### src/addr_gen_pkg.sv
// Purpose: shared constants and carriers for the indexed/symbolic operand address generator
// Assumes: 20-bit address space, 16-bit instruction words
// Notes:   none
package addr_gen_pkg;
    localparam int ADDR_W      = 20;
    localparam int WORD_W      = 16;
    localparam int EXT_W       = 4;
    // position of the upper nibble within the address
    localparam int UPPER_LSB   = 16;
    localparam int UPPER_MSB   = 19;
    // extension word field positions
    localparam int EXT_SRC_LSB = 7;
    localparam int EXT_DST_LSB = 0;
    localparam int EXT_AL_BIT  = 6;
    // mode codes
    localparam logic [1:0] SRC_MODE_INDEXED = 2'h1;
    localparam logic       DST_MODE_INDEXED = 1'h1;
    localparam logic [1:0] LEN_ADDR_WORD    = 2'h1;   // data-length pair A/L:B/W
    localparam logic [3:0] PC_REG_NUM       = 4'h0;
    localparam logic [3:0] ZERO_NIBBLE      = 4'h0;
    localparam logic [19:0] ADDR_RESET      = 20'h00000;

    typedef enum logic [1:0] {
        ST_IDLE = 2'b00,
        ST_SRC  = 2'b01,
        ST_DST  = 2'b11
    } gen_state_t;

    // one instruction as handed over by the decoder
    typedef struct packed {
        logic        isExtended;
        logic [15:0] extWord;
        logic [1:0]  sourceModeCode;
        logic        dstModeBit;
        logic [3:0]  srcBaseNum;
        logic [3:0]  dstBaseNum;
        logic        byteWordBit;
    } instr_info_t;

    // a computed operand address with its kind
    typedef struct packed {
        logic [19:0] addr;
        logic        isDest;
        logic        truncated;
    } operand_addr_t;
endpackage : addr_gen_pkg

### src/index_adder.sv
// Purpose: adds a signed index to a 20-bit base with the legacy/extended truncation choice
// Assumes: purely combinational, no state
// Notes:   base is never written back
`timescale 1ns/1ps
`default_nettype none
module index_adder
    import addr_gen_pkg::*;
(
    // operands
    input  wire logic [19:0] base,
    input  wire logic [15:0] indexLow,
    input  wire logic [3:0]  indexHigh,
    input  wire logic        isExtended,
    // result
    output logic [19:0]      sum,
    output logic             truncated
);
    logic [19:0] indexFull;
    logic [19:0] rawSum;
    logic        baseInLow;

    assign baseInLow = (base[UPPER_MSB:UPPER_LSB] == ZERO_NIBBLE);
    // extended: high nibble from the extension word; legacy: sign-extend
    assign indexFull = isExtended ? {indexHigh, indexLow}
                                  : {{EXT_W{indexLow[WORD_W-1]}}, indexLow};
    // modular 20-bit add wraps silently across the address space
    assign rawSum    = base + indexFull;
    assign truncated = !isExtended && baseInLow;
    // low-64KB legacy case clears the upper nibble; otherwise keep all 20 bits
    assign sum       = truncated ? {ZERO_NIBBLE, rawSum[WORD_W-1:0]}
                                 : rawSum;
endmodule : index_adder
`default_nettype wire

### src/indexed_symbolic_addr_gen.sv
// Purpose: forms source and destination operand addresses for indexed and symbolic modes
// Assumes: decoder presents one instruction at a time; fetch path delivers index words in order
// Notes:   absolute, indirect and immediate modes are handled elsewhere
//
// Summary of operation
// - Legacy indexed with base in the low 64KB clears bits 19:16 of the sum.
// - That truncated case adds the signed 16-bit word after the instruction, giving 00000h-0FFFFh.
// - Legacy indexed with base above 64KB keeps all 20 bits of the sum, so bits 19:16 can differ from the base.
// - That upper case sign-extends the 16-bit index and adds it to all 20 base bits.
// - Upper results span base +/-32KB and may wrap into the low 64KB with no trap.
// - Extended indexed adds a 20-bit index: 4 bits from the extension word, 16 from the next word.
// - Extended indexed address generation never writes back the base register.
// - Upper index bits for source and destination and the A/L bit of the 20-bit flag (pair 01) come from the extension word.
// - Legacy symbolic with the PC in the low 64KB clears bits 19:16 of PC plus index.
// - The symbolic sum only forms an address and leaves the program counter unchanged.
// - Legacy symbolic with the PC above 64KB adds the sign-extended index to all 20 PC bits.
// - Extended symbolic adds the 20-bit PC to the 20-bit index from extension and next word.
// - Source and destination may each be indexed or symbolic, each with its own index word.
// - Indexed is selected by source mode code 01 or destination bit 1; symbolic is indexed on the PC.
`timescale 1ns/1ps
`default_nettype none
module indexed_symbolic_addr_gen
    import addr_gen_pkg::*;
(
    // clock and reset
    input  wire logic          clk,
    input  wire logic          rst_n,
    // decoder side
    input  wire logic          instrValid,
    output logic               instrReady,
    input  wire instr_info_t   instrInfo,
    // index word fetch
    input  wire logic          indexValid,
    output logic               indexReady,
    input  wire logic [15:0]   indexWord,
    input  wire logic [19:0]   indexWordAddr,
    // register file read ports (base values)
    output logic [3:0]         srcRegSel,
    output logic [3:0]         dstRegSel,
    input  wire logic [19:0]   srcBaseValue,
    input  wire logic [19:0]   dstBaseValue,
    // memory address bus
    output operand_addr_t      operandAddr,
    output logic               operandValid,
    input  wire logic          operandReady,
    // status
    output logic               addrWordData,
    output logic               busy
);
    gen_state_t  state_reg, state_next;
    instr_info_t info_reg;
    operand_addr_t outAddr_reg;
    logic        outValid_reg;
    logic        addrWord_reg;

    logic        srcIndexed;
    logic        dstIndexed;
    logic        curIsDest;
    logic        curSymbolic;
    logic [19:0] curBase;
    logic [3:0]  curHigh;
    logic [19:0] sum;
    logic        truncated;
    logic        outFree;
    logic        takeIndex;
    logic        takeInstr;

    // both modes share one encoding; the base number decides symbolic
    assign srcIndexed  = (instrInfo.sourceModeCode == SRC_MODE_INDEXED);
    assign dstIndexed  = (instrInfo.dstModeBit == DST_MODE_INDEXED);

    assign curIsDest   = (state_reg == ST_DST);
    assign srcRegSel   = info_reg.srcBaseNum;
    assign dstRegSel   = info_reg.dstBaseNum;
    assign curSymbolic = curIsDest ? (info_reg.dstBaseNum == PC_REG_NUM)
                                   : (info_reg.srcBaseNum == PC_REG_NUM);
    // symbolic base is the index word's own location, so src and dst differ
    assign curBase     = curSymbolic ? indexWordAddr
                                     : (curIsDest ? dstBaseValue : srcBaseValue);
    // upper index nibbles for each operand live in the extension word
    assign curHigh     = curIsDest ? info_reg.extWord[EXT_DST_LSB +: EXT_W]
                                   : info_reg.extWord[EXT_SRC_LSB +: EXT_W];

    index_adder u_adder (
        .base       (curBase),
        .indexLow   (indexWord),
        .indexHigh  (curHigh),
        .isExtended (info_reg.isExtended),
        .sum        (sum),
        .truncated  (truncated)
    );

    // output stage holds one address; stall index fetch while it is full
    assign outFree    = !outValid_reg || operandReady;
    assign indexReady = (state_reg != ST_IDLE) && outFree;
    assign takeIndex  = indexValid && indexReady;
    assign instrReady = (state_reg == ST_IDLE);
    // instructions without indexed operands are just passed over (one word or none here)
    assign takeInstr  = instrValid && instrReady && (srcIndexed || dstIndexed);

    // one index word per indexed operand: source first, then destination
    always_comb begin
        state_next = state_reg;
        unique case (state_reg)
            ST_IDLE: begin
                if (takeInstr) begin
                    state_next = srcIndexed ? ST_SRC : ST_DST;
                end
            end
            ST_SRC: begin
                if (takeIndex) begin
                    state_next = info_reg.dstModeBit ? ST_DST : ST_IDLE;
                end
            end
            ST_DST: begin
                if (takeIndex) begin
                    state_next = ST_IDLE;
                end
            end
        endcase
    end

    always_ff @(posedge clk) begin
        if (!rst_n) begin
            state_reg <= ST_IDLE;
        end else begin
            state_reg <= state_next;
        end
    end

    always_ff @(posedge clk) begin
        if (!rst_n) begin
            info_reg     <= '0;
            addrWord_reg <= 1'b0;
        end else if (takeInstr) begin
            info_reg     <= instrInfo;
            // 20-bit data needs the extension A/L bit low with B/W high
            addrWord_reg <= instrInfo.isExtended &&
                            ({instrInfo.extWord[EXT_AL_BIT], instrInfo.byteWordBit}
                             == LEN_ADDR_WORD);
        end
    end

    // the result goes only to the address bus; no register is written
    always_ff @(posedge clk) begin
        if (!rst_n) begin
            outValid_reg <= 1'b0;
            outAddr_reg  <= '{addr: ADDR_RESET, isDest: 1'b0, truncated: 1'b0};
        end else if (takeIndex) begin
            outValid_reg <= 1'b1;
            outAddr_reg  <= '{addr: sum, isDest: curIsDest, truncated: truncated};
        end else if (operandReady) begin
            outValid_reg <= 1'b0;
        end
    end

    assign operandAddr  = outAddr_reg;
    assign operandValid = outValid_reg;
    assign addrWordData = addrWord_reg;
    assign busy         = (state_reg != ST_IDLE) || outValid_reg;
endmodule : indexed_symbolic_addr_gen
`default_nettype wire

### config.mk
export PLATFORM = sky130hd
export DESIGN_NAME = indexed_symbolic_addr_gen
export DESIGN_NICKNAME = d
export VERILOG_FILES = /design/src/addr_gen_pkg.sv /design/src/index_adder.sv /design/src/indexed_symbolic_addr_gen.sv
export SDC_FILE = /design/constraint.sdc
export NUM_CORES = 1
export LEC_CHECK = 0
export CAP_MARGIN = 5
export CELL_PAD_IN_SITES_DETAIL_PLACEMENT = 0
export CELL_PAD_IN_SITES_GLOBAL_PLACEMENT = 1
export CORE_UTILIZATION = 46
export CTS_BUF_LIST = sky130_fd_sc_hd__clkbuf_4
export DETAILED_ROUTE_END_ITERATION = 7
export DONT_BUFFER_PORTS = 1
export PLACE_DENSITY_LB_ADDON = 0.1
export SYNTH_ARGS = -nofsm -noshare
export SYNTH_HDL_FRONTEND = slang
export SYNTH_SLANG_ARGS = --single-unit
### constraint.sdc
create_clock -name clk -period 4.2 [get_ports clk]
set_input_delay 0 -clock clk [delete_from_list [all_inputs] [get_ports clk]]
set_output_delay 0 -clock clk [all_outputs]
set_load 0.02 [all_outputs]
; ---- Yosys cells after proc, flatten, opt, wreduce, memory -nomap -nowiden
; Cells that the tools add are included.
[totals]
register_bits = 47
out_inout_bits = 35
elab_cells = 51
[op_classes]
add_sub_neg = 1
n_eq_ne = 7
muxes = 14
n_reduce_logical = 18
[ops]
columns = operator, n
row1 = $mux W20, 4
row2 = $add A20 B20 Y20, 1
row3 = $logic_not A4 Y1, 3
row4 = $mux W2, 5
row5 = $eq A2 B1 Y1 const B, 3
row6 = $logic_and A1 B1 Y1, 6
row7 = $pmux W2 S3, 1
row8 = $mux W4, 1
row9 = $ne A2 B1 Y1 const B, 2
row10 = $reduce_bool A2 Y1, 2
row11 = $logic_or A1 B1 Y1, 3
row12 = $mux W1, 3
row13 = $reduce_and A3 Y1, 1
row14 = $eq A2 B2 Y1 const B, 1
row15 = $logic_not A1 Y1, 2
row16 = $logic_not A2 Y1, 1
row17 = $ne A2 B2 Y1 const B, 1

; ---- Depth between registers and ports, before layout
[logic_depth]
depth_word = 6
mapped_depth = 15
mapped_depth_nobuf = 14

; ---- By module
; A second synthesis with hierarchy kept.
[hier_totals]
cells_unflattened = 410
hier_area_um2 = 3243.1
[modules_own_cells]
columns = module, n_inst, cells_each, area_per_inst_um2, seq_area_each_um2
row1 = indexed_symbolic_addr_gen, 1, 266, 2154.6, 880.8
row2 = index_adder, 1, 144, 1088.5, 0.0

; ---- Worst setup path before layout
; OpenSTA, ideal clock, no wires.
[synth_path]
path_kind = register -> register
from = reg state_reg[0]
to = reg outAddr_reg, in the netlist operandAddr[18]
setup_time_ps = 73
arrival_time_ps = 3197
required_time_ps = 4127
slack_ps = 930
path_stages_with_launch = 15
path_buffers = 1
synth_period_minus_slack_ps = 3270
path_cell_list = dfxtp_1 nand2_1 mux2i_4 clkbuf_1 a21oi_1 ha_1 inv_1 fa_1 nand2b_1 a21oi_1 nor4b_2 o21ai_2 a221o_1 a2111o_1 o211ai_2
[synth_via]
elab_chain_cells = 6
word_cells_on_any_way = 13
classes_between = 1 x add/sub / 1 x eq/ne / 6 x mux / 5 x reduce/logical
[synth_lines]
columns = item, line
row1 = from (decl), indexed_symbolic_addr_gen.sv:50  ; gen_state_t state_reg, state_next;
row2 = from (signal assigned), indexed_symbolic_addr_gen.sv:127  ; state_reg <= state_next;
row3 = "parallel branches: the longest is 6 deep, another holds $add A20 B20 Y20", n/a
row4 = to (signal assigned), indexed_symbolic_addr_gen.sv:148  ; outAddr_reg <= '{addr: ADDR_RESET, isDest: 1'b0, truncated: 1'b0};
row5 = to (signal assigned), indexed_symbolic_addr_gen.sv:151  ; outAddr_reg <= '{addr: sum, isDest: curIsDest, truncated: truncated};
row6 = to (decl), indexed_symbolic_addr_gen.sv:52  ; operand_addr_t outAddr_reg;
; Parallel ways; which one is timed is not known.
; A chain may end at the register's enable or synchronous reset.

; ---- Final worst setup path
[layout_path]
from = reg info_reg, in the netlist dstRegSel[3]
to = reg outAddr_reg, in the netlist operandAddr[18]
[layout_via]
elab_chain_cells = 6
word_cells_on_any_way = 7
classes_between = 1 x add/sub / 3 x mux / 3 x reduce/logical
[layout_lines]
columns = item, line
row1 = from (decl), indexed_symbolic_addr_gen.sv:51  ; instr_info_t info_reg;
row2 = from (signal assigned), indexed_symbolic_addr_gen.sv:136  ; info_reg <= instrInfo;
row3 = $logic_not A4 Y1 *, indexed_symbolic_addr_gen.sv:75  ; assign curSymbolic = curIsDest ? (info_reg.dstBaseNum == PC_REG_NUM)
row4 = $mux W1 *, indexed_symbolic_addr_gen.sv:75
row5 = $mux W20 *, indexed_symbolic_addr_gen.sv:78  ; assign curBase = curSymbolic ? indexWordAddr
row6 = "parallel branches: the longest is 2 deep, another holds $add A20 B20 Y20", n/a
row7 = $mux W20 *, index_adder.sv:30  ; assign sum = truncated ? {ZERO_NIBBLE, rawSum[WORD_W-1:0]}
; Every way passes the cells marked *.

==> results.sh <==
export IMPL_setup_viol=0
export IMPL_numPortBuffers=0
export IMPL_synth_area_per_cell_um2=8.056
export IMPL_h_tree_depth=2
export IMPL_utilization_pct=52.56
export IMPL_antenna_found_initial=0
export IMPL_p_seq_share_pct=37.6
export IMPL_crit_type="reg -> reg"
export IMPL_final_fill_count=680
export IMPL_syn_inst=397
export IMPL_met3_usage_pct=5.058
export IMPL_clock_skew_ps=15.63
export IMPL_antennaDiodeCount=0
export IMPL_multiInputGateArea_um2=2157
export IMPL_ios=145
export IMPL_grt_max_degree=35
export IMPL_p_comb_share_pct=43.1
export IMPL_cts_made_buffers=5
export IMPL_layout_drive_gt1_share_pct=8.252
export IMPL_initial_core_util_pct=47.33
export IMPL_core_area_um2=6756
export IMPL_max_freq_ghz=0.2707
export IMPL_met1_usage_pct=25.79
export IMPL_p_int_w=0.0008407
export IMPL_grt_first_pass_wirelength_mm=12.19
export IMPL_synth_nets=527
export IMPL_status="complete, no violations"
export IMPL_die_y_um=85.38
export IMPL_largest_reg_flops=22
export IMPL_p_sw_share_pct=39.07
export IMPL_slew_violations=0
export IMPL_cts_tree="done"
export IMPL_grt_usage_pct=20.89
export IMPL_muxShareOfSynthArea_pct=8.881
export IMPL_drc=0
export IMPL_total_leakage_power_nw=1.530
export IMPL_post_place_ws_ps=517.9
export IMPL_use_met2_pct=36.44
export IMPL_cp_arrival_ps=3980
export IMPL_grt_ovfl_total=0
export IMPL_viasPerCell=5.720
export IMPL_synth_edf_count=0
export IMPL_power_switching_w=0.0005391
export IMPL_min_delay_path_class="in -> reg"
export IMPL_rows=30
export IMPL_clk_pin_slew_ps=140
export IMPL_cts_resized_gates=0
export IMPL_synth_xor_area_share_pct=3.834
export IMPL_seq_area_um2=880.8
export IMPL_startpoint_type="flip-flop"
export IMPL_grt_pass1_vias=2638
export IMPL_grt_setup_unrepaired="false"
export IMPL_ant_nets=0
export IMPL_final_nets=541
export IMPL_yosysUniqueCellTypes=60
export IMPL_path_max_fanout=14
export IMPL_synth_compound_area_share_pct=24.53
export IMPL_insertion_delay_ps=360
export IMPL_slew_headroom_pct=26.34
export IMPL_vias=2814
export IMPL_yosys_area_share_simple_pct=22.14
export IMPL_synth_area_um2=3198
export IMPL_synth_adder_area_share_pct=8.059
export IMPL_cp_end_kind="flip-flop"
export IMPL_cts_sinks=44
export IMPL_ys_warn_count=0
export IMPL_timing_hold_ws_ps=63.32
export IMPL_wirelength_mm=7.513
export IMPL_fin_crit_sh_pct=87.94
export IMPL_busiest_layer="met2"
export IMPL_cts_root_buf="clkbuf_4"
export IMPL_worstMarginPinSlew_ps=1099
export IMPL_synthFlopType="dfxtp_1"
export IMPL_finalHoldViolCount=0
export IMPL_synthToLayoutAreaGrowth_pct=11.03
export IMPL_p_clk_share_pct=19.3
export IMPL_yosysSeqAreaShare_pct=27.54
export IMPL_fin_setup_tns_ps=0
export IMPL_p_per_area_nw_per_um2=388.6
export IMPL_gp_congestion=0.8361
export IMPL_dieWidth_um=85.38
export IMPL_drt_iter0_markers=127
export IMPL_period_needed_ps=3694
export IMPL_max_vdd_ir_drop_uv=155.2
export IMPL_routedWlPerCell_um=15.27
export IMPL_synth_top_family_by_area="compound AO/OA/AOI/OAI gates"
export IMPL_ys_ff_latch=44
export IMPL_hpwl_mm=5.749
export IMPL_clock_path_buffers=2
export IMPL_cts_setup_buffers=0
export IMPL_cap_violations=0
export IMPL_first_pass_iters=5
export IMPL_fin_ws_ps=506.4
export IMPL_cp_data_required_time_ps=4490
export IMPL_async_reset_ff_share_pct=0
export IMPL_die_area_um2=7290
[kinds of logic (layout without fill, tap and decap cells)]
group           count (synthesis)  in the layout
simple gates                  141            141
compound gates                117            117
flops                          44             44
buf+inv                        34             49
mux                            27             27
fa+ha+maj                      20             20
xor+xnor                       14             14
[cells in the mapped netlist (all sizes together) (5+ instances only)]
cell	n	area [µm²]
a21o	9	67.56
a21oi	59	306.5
a22o	5	43.79
and2	6	37.54
and3	5	31.28
buf	11	73.82
clkbuf	13	48.80
dfxtp	44	880.8
ha	19	237.7
inv	9	33.78
mux2i	26	272.8
nand2	52	195.2
nand2b	8	52.55
nor2	41	153.9
nor3	5	35.03
nor4	5	67.56
o21ai	10	53.80
or3	5	31.28
xnor2	9	78.83
xor2	5	43.79
[metal layers]
metal | routed length [µm] | share of wire [%]
met3 | 522 | 6.9
met5 | 0 | 0
met1 | 3404 | 45
met4 | 108 | 1.4
met2 | 3477 | 46
[cell type report]
type	instances	area share, %
Inverter	10	1.057
Tap cell	80	2.819
Multi-Input combinational cell	319	60.75
Clock buffer	5	1.057
Sequential cell	44	24.81
Timing Repair Buffer	31	8.316
Clock inverter	3	1.198
[critical path: stages (launching register included)]
cell and delay, ps:
dfxtp_1 430, nor4_4 510, mux2i_4 260, nor2_1 150
a21oi_1 50, ha_1 270, inv_1 90, fa_1 200
nand2b_1 130, a21oi_1 110, nor4b_2 370, o21ai_2 150
a221o_1 370, a2111o_1 440, o211ai_2 70
[path summary, 6_finish.rpt]
check | from | endpoint | slack (ps) | cells after the start
setup reg to reg | dstRegSel[3] | operandAddr[18] | 510 | 14
hold / removal | rst_n | operandAddr[0] | 60 | 3
hold reg to reg | info_reg[13] | info_reg[13] | 460 | 2
setup / recovery | dstRegSel[3] | operandAddr[18] | 510 | 14
[placed cells by master, fill, tap and decap left out, types with 4 or more instances in the layout]
master | synthesis | layout
a21o_1 | 9 | 9
a21oi_1 | 58 | 58
a22o_1 | 5 | 5
and2_1 | 6 | 6
and3_1 | 5 | 5
buf_4 | 8 | 6
clkbuf_4 | 0 | 5
dfxtp_1 | 44 | 44
dlygate4sd3_1 | 0 | 25
ha_1 | 19 | 19
inv_1 | 9 | 9
mux2i_1 | 25 | 25
nand2_1 | 52 | 52
nand2b_1 | 7 | 7
nor2_1 | 41 | 41
nor2b_1 | 4 | 4
o21ai_0 | 8 | 8
o31ai_1 | 4 | 4
or3_1 | 5 | 5
xnor2_1 | 9 | 9
xor2_1 | 5 | 5
[through the flow]
stage | instances | power (W) | instance area (µm²)
floorplan | 397 | 0.001004 | 3198
CTS | 492 | 0.001397 | 3551
finish | 492 | 0.001380 | 3551
detailed placement | 459 | 0.001106 | 3221
global route | 492 | 0.001484 | 3551
global placement | 459 | 0.001102 | 3221
[power groups by stage]
stage | Clock [W] | Combinational (W) | Sequential (W)
CTS | 0.000279 | 0.000599 | 0.000520
detailed placement | 0 | 0.000576 | 0.000530
global placement | 0 | 0.000574 | 0.000529
global route | 0.000292 | 0.000668 | 0.000524
floorplan | 0 | 0.000489 | 0.000515
finish | 0.000266 | 0.000595 | 0.000519
[repair_timing]
item	in CTS	in global routing
endpoints found under the hold margin	26	0
setup endpoints to repair	0	0
hold buffers	25	0
Power figures use the tool's default switching activity.
